<file path="src/common/code_security_lock_pkg.sv">
// Constants, pin codes and carrier types for the code security lock.
// Assumes one 200 MHz clock domain and a byte-wide program memory port.
package code_security_lock_pkg;

    // ------------------------------------------------------------
    // Pin mode codes decoded by the pad ring
    // ------------------------------------------------------------
    localparam logic [2:0] MODE_IDLE = 3'h0;
    localparam logic [2:0] MODE_VERIFY_CODE = 3'h1;
    localparam logic [2:0] MODE_PROGRAM_STROBE_CODE = 3'h2;
    localparam logic [2:0] MODE_PROGRAM_STROBE_KEY = 3'h3;
    localparam logic [2:0] MODE_PROGRAM_STROBE_LOCK_ONE = 3'h4;
    localparam logic [2:0] MODE_PROGRAM_STROBE_LOCK_TWO = 3'h5;
    localparam logic [2:0] MODE_VERIFY_LOCK = 3'h6;

    // ------------------------------------------------------------
    // Programming and image layout
    // ------------------------------------------------------------
    localparam logic [2:0] PULSES_PER_WRITE = 3'h5;
    localparam logic [1:0] CODE_SEL_4K = 2'h0;
    localparam logic [1:0] CODE_SEL_8K = 2'h1;
    localparam logic [15:0] CODE_END_4K = 16'h0FFF;
    localparam logic [15:0] CODE_END_8K = 16'h1FFF;
    localparam logic [15:0] CODE_END_16K = 16'h3FFF;
    localparam logic [15:0] KEY_REGION_BYTES = 16'h0040;
    localparam logic [15:0] ONE_BYTE = 16'h0001;
    localparam int KEY_DEPTH = 64;
    localparam int KEY_IDX_W = 6;
    localparam logic [5:0] KEY_MASK_64 = 6'h3F;
    localparam logic [5:0] KEY_MASK_32 = 6'h1F;
    localparam logic [7:0] BYTE_BLANK = 8'hFF;
    localparam int LOCK_ONE_POS = 0;
    localparam int LOCK_TWO_POS = 1;
    localparam int VFY_ONE_POS = 7;
    localparam int VFY_TWO_POS = 6;
    localparam int VFY_THREE_POS = 3;

    // ------------------------------------------------------------
    // Register map
    // ------------------------------------------------------------
    localparam logic [7:0] REG_CONFIG = 8'h00;
    localparam logic [7:0] REG_STATUS = 8'h01;
    localparam logic [7:0] CONFIG_RESET = 8'h00;
    localparam int CFG_CODE_LSB = 0;
    localparam int CFG_KEY_HALF_POS = 2;
    localparam int ST_LOCK_ONE = 0;
    localparam int ST_LOCK_TWO = 1;
    localparam int ST_KEY_PROGRAM_STROBE = 2;
    localparam int ST_EXT_ACCESS = 3;
    localparam int ST_REFUSED = 4;

    // ------------------------------------------------------------
    // Carriers
    // ------------------------------------------------------------
    typedef struct packed {
        logic strobe_n;
        logic [2:0] mode;
        logic [15:0] addr;
        logic [7:0] data;
        logic ext_access;
    } pin_s;

    localparam pin_s PIN_IDLE = '{strobe_n: 1'b1, mode: MODE_IDLE, addr: 16'h0000,
                                  data: 8'h00, ext_access: 1'b1};

    typedef struct packed {
        logic lock_one;
        logic lock_two;
        logic key_program_strobe;
    } prot_s;

endpackage

</file>
<file path="src/rtl/key_table_mem.sv">
// Scrambling key table: 64 bytes, one write port, registered read data.
// Assumes the caller masks the index for the 32-byte variant.
`timescale 1ns/1ps
module key_table_mem (
    // Clock and reset
    input wire logic clk_in,
    input wire logic reset_n_in,
    // Write port
    input wire logic wr_en_in,
    input wire logic [code_security_lock_pkg::KEY_IDX_W-1:0] wr_idx_in,
    input wire logic [7:0] wr_data_in,
    // Read port
    input wire logic [code_security_lock_pkg::KEY_IDX_W-1:0] rd_idx_in,
    output logic [7:0] rd_data_out
);
    import code_security_lock_pkg::*;

    logic [7:0] key_ff [KEY_DEPTH];

    // Reset stands for the erased array, so every byte comes up blank.
    always_ff @(posedge clk_in or negedge reset_n_in) begin
        if (!reset_n_in) begin
            for (int i = 0; i < KEY_DEPTH; i++) begin
                key_ff[i] <= BYTE_BLANK;
            end
        end else if (wr_en_in) begin
            key_ff[wr_idx_in] <= wr_data_in;
        end
    end

    always_ff @(posedge clk_in or negedge reset_n_in) begin
        if (!reset_n_in) begin
            rd_data_out <= BYTE_BLANK;
        end else begin
            rd_data_out <= key_ff[rd_idx_in];
        end
    end

endmodule

</file>
<file path="src/rtl/code_security_lock.sv">
// Code security lock: lock bits, key scrambling, verify and program gating.
// Assumes a program memory that returns read data one cycle after code_rd_out,
// programmer pins that are asynchronous, and a CPU on clk_in.
//
// Overview of operation
// - No lock bits: verify reads code back.
// - Programmed key scrambles every code verify read, not lock verify.
// - Lock one blocks external table reads inside.
// - Lock one latches external access at reset.
// - Lock one refuses further code programming.
// - Both lock bits also disable code verify.
// - Key table starts blank, 64 or 32 bytes.
// - Undefined lock combinations need no support.
// - Lock two counts only with lock one.
// - Key region follows code in image.
// - Lock byte: bit0 one, bit1 two, 0 enables.
// - Code spans 4/8/16 KB from zero.
// - Key byte all ones means no scrambling.
// - Verified byte is code XNOR key byte.
// - Lock verify puts bits on 7, 6, 3.
`timescale 1ns/1ps
module code_security_lock (
    // Clock and reset
    input wire logic clk_in,
    input wire logic reset_n_in,
    // Programmer pins, asynchronous
    input wire code_security_lock_pkg::pin_s pins_in,
    output logic [7:0] data_pin_out,
    output logic data_pin_oe_n_out,
    // Program memory port
    output logic [15:0] code_addr_out,
    output logic code_rd_out,
    output logic code_wr_out,
    output logic [7:0] code_wdata_out,
    input wire logic [7:0] code_data_in,
    // CPU table reads
    input wire logic table_req_in,
    input wire logic table_from_ext_in,
    input wire logic [15:0] table_addr_in,
    output logic table_deny_out,
    output logic ext_access_latched_out,
    // Register port
    input wire logic [7:0] reg_addr_in,
    input wire logic [7:0] reg_wdata_in,
    input wire logic reg_wr_in,
    input wire logic reg_rd_in,
    output logic [7:0] reg_rdata_out
);
    import code_security_lock_pkg::*;

    // ------------------------------------------------------------
    // Declarations
    // ------------------------------------------------------------
    typedef enum logic [4:0] {
        ST_BOOT_RD = 5'b00001,
        ST_BOOT_WAIT = 5'b00010,
        ST_BOOT_CAP = 5'b00100,
        ST_IDLE = 5'b01000,
        ST_COUNT = 5'b10000
    } state_e;

    state_e state_ff;
    pin_s sync1_ff;
    pin_s pins_ff;
    logic strobe_prev_ff;
    logic [2:0] pulse_cnt_ff;
    logic [2:0] program_strobe_mode_ff;
    logic [15:0] program_strobe_addr_ff;
    logic [7:0] program_strobe_data_ff;
    prot_s prot_ff;
    logic [1:0] lock_raw_ff;
    logic refused_ff;
    logic [7:0] config_ff;
    logic vfy_s1_ff;
    logic vfy_s2_ff;
    logic lock_vfy_ff;
    logic [KEY_IDX_W-1:0] key_idx_ff;
    logic [7:0] key_rd_data;
    logic [15:0] code_end;
    logic [15:0] lock_addr;
    logic [5:0] key_mask;
    logic strobe_fall;
    logic strobe_rise;
    logic program_strobe_done;
    logic is_program_strobe_mode;
    logic verify_ok;
    logic key_wr;
    logic code_commit;

    // ------------------------------------------------------------
    // Pin synchroniser and decode
    // ------------------------------------------------------------
    always_ff @(posedge clk_in or negedge reset_n_in) begin
        if (!reset_n_in) begin
            sync1_ff <= PIN_IDLE;
            pins_ff <= PIN_IDLE;
            strobe_prev_ff <= 1'b1;
        end else begin
            sync1_ff <= pins_in;
            pins_ff <= sync1_ff;
            strobe_prev_ff <= pins_ff.strobe_n;
        end
    end

    always_comb begin
        unique case (config_ff[CFG_CODE_LSB +: 2])
            CODE_SEL_4K: code_end = CODE_END_4K;
            CODE_SEL_8K: code_end = CODE_END_8K;
            default: code_end = CODE_END_16K;
        endcase
    end

    // Key region starts right after the code, lock byte right after the key.
    assign lock_addr = code_end + ONE_BYTE + KEY_REGION_BYTES;
    assign key_mask = config_ff[CFG_KEY_HALF_POS] ? KEY_MASK_32 : KEY_MASK_64;
    assign strobe_fall = strobe_prev_ff && !pins_ff.strobe_n;
    assign strobe_rise = !strobe_prev_ff && pins_ff.strobe_n;
    assign is_program_strobe_mode = (pins_ff.mode == MODE_PROGRAM_STROBE_CODE) || (pins_ff.mode == MODE_PROGRAM_STROBE_KEY)
        || (pins_ff.mode == MODE_PROGRAM_STROBE_LOCK_ONE) || (pins_ff.mode == MODE_PROGRAM_STROBE_LOCK_TWO);
    // Lock two alone is ignored, and no other combination is given meaning.
    assign verify_ok = !(prot_ff.lock_one && prot_ff.lock_two);

    // ------------------------------------------------------------
    // Boot and programming sequence
    // ------------------------------------------------------------
    // A write commits at the end of the fifth strobe pulse while the mode holds.
    assign program_strobe_done = (state_ff == ST_COUNT) && strobe_rise
        && (pins_ff.mode == program_strobe_mode_ff)
        && (pulse_cnt_ff == PULSES_PER_WRITE - 3'h1);
    // Lock bits stay programmable after lock one, code and key do not.
    assign code_commit = program_strobe_done && ((program_strobe_mode_ff == MODE_PROGRAM_STROBE_LOCK_ONE)
        || (program_strobe_mode_ff == MODE_PROGRAM_STROBE_LOCK_TWO)
        || ((program_strobe_mode_ff == MODE_PROGRAM_STROBE_CODE) && !prot_ff.lock_one));
    assign key_wr = program_strobe_done && (program_strobe_mode_ff == MODE_PROGRAM_STROBE_KEY) && !prot_ff.lock_one;

    always_ff @(posedge clk_in or negedge reset_n_in) begin
        if (!reset_n_in) begin
            state_ff <= ST_BOOT_RD;
            pulse_cnt_ff <= 3'h0;
            program_strobe_mode_ff <= MODE_IDLE;
            program_strobe_addr_ff <= 16'h0000;
            program_strobe_data_ff <= BYTE_BLANK;
        end else begin
            unique case (state_ff)
                ST_BOOT_RD: state_ff <= ST_BOOT_WAIT;
                ST_BOOT_WAIT: state_ff <= ST_BOOT_CAP;
                ST_BOOT_CAP: state_ff <= ST_IDLE;
                ST_IDLE: begin
                    if (is_program_strobe_mode && strobe_fall) begin
                        state_ff <= ST_COUNT;
                        pulse_cnt_ff <= 3'h0;
                        program_strobe_mode_ff <= pins_ff.mode;
                        program_strobe_addr_ff <= pins_ff.addr;
                        program_strobe_data_ff <= pins_ff.data;
                    end
                end
                ST_COUNT: begin
                    if (pins_ff.mode != program_strobe_mode_ff || program_strobe_done) begin
                        state_ff <= ST_IDLE;
                    end else if (strobe_rise) begin
                        pulse_cnt_ff <= pulse_cnt_ff + 3'h1;
                    end
                end
            endcase
        end
    end

    // ------------------------------------------------------------
    // Protection state, sampled once after reset
    // ------------------------------------------------------------
    // The flags only change at boot, so a lock programmed now takes hold after
    // the next reset; the key flag is the one exception, it follows writes.
    always_ff @(posedge clk_in or negedge reset_n_in) begin
        if (!reset_n_in) begin
            prot_ff <= '{lock_one: 1'b0, lock_two: 1'b0, key_program_strobe: 1'b0};
            lock_raw_ff <= 2'h3;
        end else begin
            if (state_ff == ST_BOOT_CAP) begin
                lock_raw_ff <= code_data_in[LOCK_TWO_POS:LOCK_ONE_POS];
                prot_ff.lock_one <= !code_data_in[LOCK_ONE_POS];
                prot_ff.lock_two <= !code_data_in[LOCK_TWO_POS];
            end
            // A blank byte scrambles nothing, so only a non-blank key counts.
            if (key_wr && program_strobe_data_ff != BYTE_BLANK) begin
                prot_ff.key_program_strobe <= 1'b1;
            end
        end
    end

    always_ff @(posedge clk_in or negedge reset_n_in) begin
        if (!reset_n_in) begin
            ext_access_latched_out <= 1'b1;
        end else if (state_ff == ST_BOOT_CAP || !prot_ff.lock_one) begin
            ext_access_latched_out <= pins_ff.ext_access;
        end
    end

    always_ff @(posedge clk_in or negedge reset_n_in) begin
        if (!reset_n_in) begin
            table_deny_out <= 1'b0;
        end else begin
            table_deny_out <= table_req_in && table_from_ext_in && prot_ff.lock_one
                && (table_addr_in <= code_end);
        end
    end

    // ------------------------------------------------------------
    // Program memory port and verify pipeline
    // ------------------------------------------------------------
    always_ff @(posedge clk_in or negedge reset_n_in) begin
        if (!reset_n_in) begin
            code_addr_out <= 16'h0000;
            code_rd_out <= 1'b0;
            code_wr_out <= 1'b0;
            code_wdata_out <= BYTE_BLANK;
            vfy_s1_ff <= 1'b0;
            key_idx_ff <= '0;
        end else begin
            code_rd_out <= 1'b0;
            code_wr_out <= 1'b0;
            vfy_s1_ff <= 1'b0;
            if (state_ff == ST_BOOT_RD) begin
                code_addr_out <= lock_addr;
                code_rd_out <= 1'b1;
            end else if (code_commit) begin
                code_wr_out <= 1'b1;
                unique case (program_strobe_mode_ff)
                    MODE_PROGRAM_STROBE_LOCK_ONE: begin
                        code_addr_out <= lock_addr;
                        code_wdata_out <= BYTE_BLANK & ~(8'h01 << LOCK_ONE_POS);
                    end
                    MODE_PROGRAM_STROBE_LOCK_TWO: begin
                        code_addr_out <= lock_addr;
                        code_wdata_out <= BYTE_BLANK & ~(8'h01 << LOCK_TWO_POS);
                    end
                    default: begin
                        code_addr_out <= program_strobe_addr_ff;
                        code_wdata_out <= program_strobe_data_ff;
                    end
                endcase
            end else if (state_ff == ST_IDLE && pins_ff.mode == MODE_VERIFY_CODE
                         && verify_ok) begin
                code_addr_out <= pins_ff.addr;
                code_rd_out <= 1'b1;
                vfy_s1_ff <= 1'b1;
                key_idx_ff <= pins_ff.addr[KEY_IDX_W-1:0] & key_mask;
            end
        end
    end

    key_table_mem u_key_table (
        .clk_in(clk_in),
        .reset_n_in(reset_n_in),
        .wr_en_in(key_wr),
        .wr_idx_in(program_strobe_addr_ff[KEY_IDX_W-1:0] & key_mask),
        .wr_data_in(program_strobe_data_ff),
        .rd_idx_in(key_idx_ff),
        .rd_data_out(key_rd_data)
    );

    // The key table has no read path of its own; it only ever shows up mixed
    // into verify data, which is what keeps it secret.
    always_ff @(posedge clk_in or negedge reset_n_in) begin
        if (!reset_n_in) begin
            vfy_s2_ff <= 1'b0;
            lock_vfy_ff <= 1'b0;
            data_pin_out <= BYTE_BLANK;
            data_pin_oe_n_out <= 1'b1;
        end else begin
            vfy_s2_ff <= vfy_s1_ff;
            lock_vfy_ff <= (state_ff == ST_IDLE) && (pins_ff.mode == MODE_VERIFY_LOCK);
            data_pin_oe_n_out <= 1'b1;
            if (vfy_s2_ff) begin
                data_pin_oe_n_out <= 1'b0;
                if (prot_ff.key_program_strobe) begin
                    data_pin_out <= ~(code_data_in ^ key_rd_data);
                end else begin
                    data_pin_out <= code_data_in;
                end
            end else if (lock_vfy_ff) begin
                data_pin_oe_n_out <= 1'b0;
                data_pin_out <= BYTE_BLANK;
                data_pin_out[VFY_ONE_POS] <= lock_raw_ff[LOCK_ONE_POS];
                data_pin_out[VFY_TWO_POS] <= lock_raw_ff[LOCK_TWO_POS];
                data_pin_out[VFY_THREE_POS] <= 1'b1;
            end
        end
    end

    // ------------------------------------------------------------
    // Register port
    // ------------------------------------------------------------
    always_ff @(posedge clk_in or negedge reset_n_in) begin
        if (!reset_n_in) begin
            config_ff <= CONFIG_RESET;
        end else if (reg_wr_in && reg_addr_in == REG_CONFIG) begin
            config_ff <= reg_wdata_in;
        end
    end

    // A refusal in the same cycle as a clear still lands.
    always_ff @(posedge clk_in or negedge reset_n_in) begin
        if (!reset_n_in) begin
            refused_ff <= 1'b0;
        end else if (program_strobe_done && !code_commit && !key_wr) begin
            refused_ff <= 1'b1;
        end else if (reg_wr_in && reg_addr_in == REG_STATUS && reg_wdata_in[ST_REFUSED]) begin
            refused_ff <= 1'b0;
        end
    end

    always_ff @(posedge clk_in or negedge reset_n_in) begin
        if (!reset_n_in) begin
            reg_rdata_out <= 8'h00;
        end else begin
            reg_rdata_out <= 8'h00;
            if (reg_rd_in && reg_addr_in == REG_CONFIG) begin
                reg_rdata_out <= config_ff;
            end else if (reg_rd_in && reg_addr_in == REG_STATUS) begin
                reg_rdata_out[ST_LOCK_ONE] <= prot_ff.lock_one;
                reg_rdata_out[ST_LOCK_TWO] <= prot_ff.lock_two;
                reg_rdata_out[ST_KEY_PROGRAM_STROBE] <= prot_ff.key_program_strobe;
                reg_rdata_out[ST_EXT_ACCESS] <= ext_access_latched_out;
                reg_rdata_out[ST_REFUSED] <= refused_ff;
            end
        end
    end
endmodule

</file>
<file path="config.mk">
export PLATFORM = sky130hd
export DESIGN_NAME = code_security_lock
export DESIGN_NICKNAME = d
export VERILOG_FILES = /design/src/common/code_security_lock_pkg.sv /design/src/rtl/key_table_mem.sv /design/src/rtl/code_security_lock.sv
export SDC_FILE = /design/constraint.sdc
export NUM_CORES = 1
export LEC_CHECK = 0
export BUFFER_PORTS_ARGS = -buffer_cell sky130_fd_sc_hd__buf_4
export CAP_MARGIN = 5
export CORE_MARGIN = 2
export CORE_UTILIZATION = 40
export CTS_CLUSTER_SIZE = 40
export DETAILED_ROUTE_END_ITERATION = 7
export PLACE_DENSITY_LB_ADDON = 0.08
export SKIP_LAST_GASP = 1
export SLEW_MARGIN = 15
export SYNTH_ARGS = -nofsm -noshare
export SYNTH_HDL_FRONTEND = slang
export SYNTH_SLANG_ARGS = --single-unit
</file>
<file path="constraint.sdc">
create_clock -name clk_in -period 2.5 [get_ports clk_in]
set_input_delay 0.375 -clock clk_in [delete_from_list [all_inputs] [get_ports clk_in]]
set_output_delay 0.375 -clock clk_in [all_outputs]
set_load 0.1 [all_outputs]
</file>
==> qor.yml <==
status:
  status: "completed"
setup_path:
  reg2reg_depth: 6
  endpoint_kind: "register"
  cp_cell_sequence: "and4bb_2, nand2_2, or4_4, or3_1, buf_4, mux2_2"
  r2r_slack_ns: 0.007
  cp.depth: 6
  path_delay_family: "simple AND/OR/NAND/NOR gates"
  cp.arrival_ns: 3.03
  crit_buf_inv: 1
  cp_slowest_cell: "or4_4"
  crit_type: "reg2reg"
  slowest_delay_ns: 0.68
  cp-startpoint: "program_strobe_mode_ff[2]"
  cp_max_fo: 8
  startpoint_type: "register"
  r2r-start: "program_strobe_mode_ff[2]"
  critical_path_required_ns: 3.04
routing:
  viasPerCell: 5.39
  drt-total-wl_microns: 83200
  drc_errors: 0
  firstDrtPassIters: 5
  ant_nets: 0
  drtIter0Drc: 875
  vias: 18300
  wire_per_inst_microns: 24.5
yosys:
  yosysSeqAreaShare: 0.578
  synth_edf_count: 0
  synth_cell_types: 67
  ys.flop_type: "dfstp_2"
  synth_common_cells: "dfstp_2, mux2_2, dfrtp_1"
  syn_area_per_cell_sq_um: 15.5
  synth_top_cell_by_area: "dfstp_2"
  synth.area.top_cells: "dfstp_2, mux2_2, dfrtp_1"
  syn_inst: 1982
  synth_nets: 2061
  yosysMostFrequentCell: "dfstp_2"
  ys_ff_latch: 682
  yosysWarnings: 0
  synth-async-reset-ratio: 1.00
  syn_area_sq_um: 30700
  yosysTopAreaCellShare: 0.473
clock_network:
  h-tree-depth: 3
  cts.path.max_buffers: 3
  clock_latency_ns: 0.62
  root_buffer: "clkbuf_16"
  numCtsBuffers: 79
  cts_tree: "built"
  cts_sinks: 682
  clk_pin_slew_ns: 0.06
sta:
  skew_ns: 0.0219
  setup_viol: 0
  drv_slew: 0
  period_share: 0.997
  period_minus_slack_ns: 2.49
  fmax_ghz: 0.401
  finalHoldViolCount: 0
  tightestPinTransition_ns: 0.669
  maxSlewHeadroom: 0.550
  rsz0062_at_grt: "true"
  holdWs_ns: 0.0311
  tns_ns: 0
  setup_slack_ns: 0.00734
placed_design:
  gp_congestion: 0.808
  port_buffers: 119
  preCtsSetupSlack_ns: -0.212
  dp_cells: 3194
  dp_hpwl_microns: 55700
layout:
  fillers: 6520
  antenna_cells: 0
  area_growth_pct: 23.1
  drive_above_1_share: 0.745
  fin_cells: 3392
  fin_nets: 2377
floorplanning:
  ios: 120
  start_util: 0.404
  core-area_sq_um: 76100
  rows: 101
  die_w_microns: 281
  dieArea_sq_um: 79100
  die_y_microns: 281
pwr:
  p_leak_nw: 15.4
  total_power_mw: 26.2
  power-per-cell-area_nw_per_um2: 692
  ir_drop_mv: 0.429
hold_path:
  hold_class: "in2reg"
  hold_start: "reg_addr_in[0]"
  whs_path_depth: 2
global_routing:
  busiest_layer: "met2"
  antenna_found_initial: 1
  grt_pass1_wl_microns: 127000
  track_usage: 0.215
  use_met2: 0.358
  grt_max_degree: 107
  grt.met1_usage: 0.300
  grt_overflow: 0
  grt_pass1_vias: 19700
  use_met3: 0.0268
job:
  drv_cap: 0
[cell families after synthesis]
| logic type | count (synthesis) | share of synthesized area |
|---|---|---|
| AOI/OAI and AO/OA | 137 | 0.0318 |
| xor gates and xnor gates | 12 | 0.00342 |
| adders and majority gates | 4 | 0.00163 |
| buffers and inverters | 161 | 0.0212 |
| DFF | 682 | 0.578 |
| muxes | 713 | 0.306 |
| other | 1 | 0.000122 |
| and+or+nand+nor | 272 | 0.0579 |
[worst register-to-register path: stages, from the launching register on]
cell,delay [ns]
dfrtp_1,0.41
and4bb_2,0.36
nand2_2,0.07
or4_4,0.68
or3_1,0.42
buf_4,0.19
mux2_2,0.28
[state kept, by name, summed over array words and instances (netlist names), 8 cells and up]
signal	cells
code_addr_out	16
code_wdata_out	8
config_ff	8
data_pin_out	8
pins_ff	29
program_strobe_addr_ff	16
program_strobe_data_ff	8
reg_rdata_out	8
sync1_ff	29
u_key_table.key_ff	512
u_key_table.rd_data_out	8
[where the power goes]
part / switching (mW) / internal (mW) / total [mW]
Combinational: 1.96 / 0.753 / 2.71
Clock: 4.64 / 7.21 / 11.8
Sequential: 0.227 / 11.4 / 11.6
[repair_timing]
| action | in CTS | in global routing |
|---|---|---|
| resized for setup | 8 | 18 |
| hold buffers | 48 | 0 |
| pin swaps | 0 | 4 |
| endpoints found under the setup margin | 179 | 120 |
| endpoints found under the hold margin | 81 | 0 |
| setup buffers | 3 | 3 |
[per-layer routing]
metal / up-vias / share of wire
met1: 9888 / 0.46
met3: 119 / 0.026
li1: 7999 / -
met5: - / 0
met2: 285 / 0.49
met4: 0 / 0.021
[path summary, 6_finish.rpt]
kind                                                 to
worst max-delay path             u_key_table.key_ff[10]
worst min-delay path                   reg_rdata_out[6]
worst max register to register   u_key_table.key_ff[10]
worst min register to register               pins_ff[2]
max in group asynchronous       u_key_table.key_ff[203]
min in group asynchronous        u_key_table.key_ff[53]
[cell usage in the layout, fill, tap and decap left out, types with 19 or more instances in the layout]
cell	n
mux2i_1	29
nand2_1	66
nand3_1	25
clkbuf_16	84
nor2_1	41
buf_12	44
nor2b_1	21
dlygate4sd3_1	48
a21oi_1	25
dfrtp_1	125
mux2_2	544
clkbuf_8	19
buf_4	288
mux4_2	127
dfstp_2	554
[layout make-up]
| type | instances | area [sq um] | share of cell area |
|---|---|---|---|
| Sequential cell | 682 | 17800 | 0.469 |
| Multi-Input combinational cell | 1139 | 12500 | 0.329 |
| Timing Repair Buffer | 386 | 3590 | 0.0950 |
| Clock buffer | 120 | 2430 | 0.0641 |
| Tap cell | 1030 | 1290 | 0.0340 |
| Clock inverter | 25 | 265 | 0.00701 |
| Inverter | 10 | 37.5 | 0.000992 |
[stage by stage]
stage | area [sq um] | utilization
2_1_floorplan | 30800 | -
3_3_place_gp | 34500 | 0.454
3_5_place_dp | 34500 | 0.454
4_1_cts | 37700 | 0.496
5_1_grt | 37900 | 0.498
6_report | 37900 | 0.498
(Power assumes the default switching activity.)
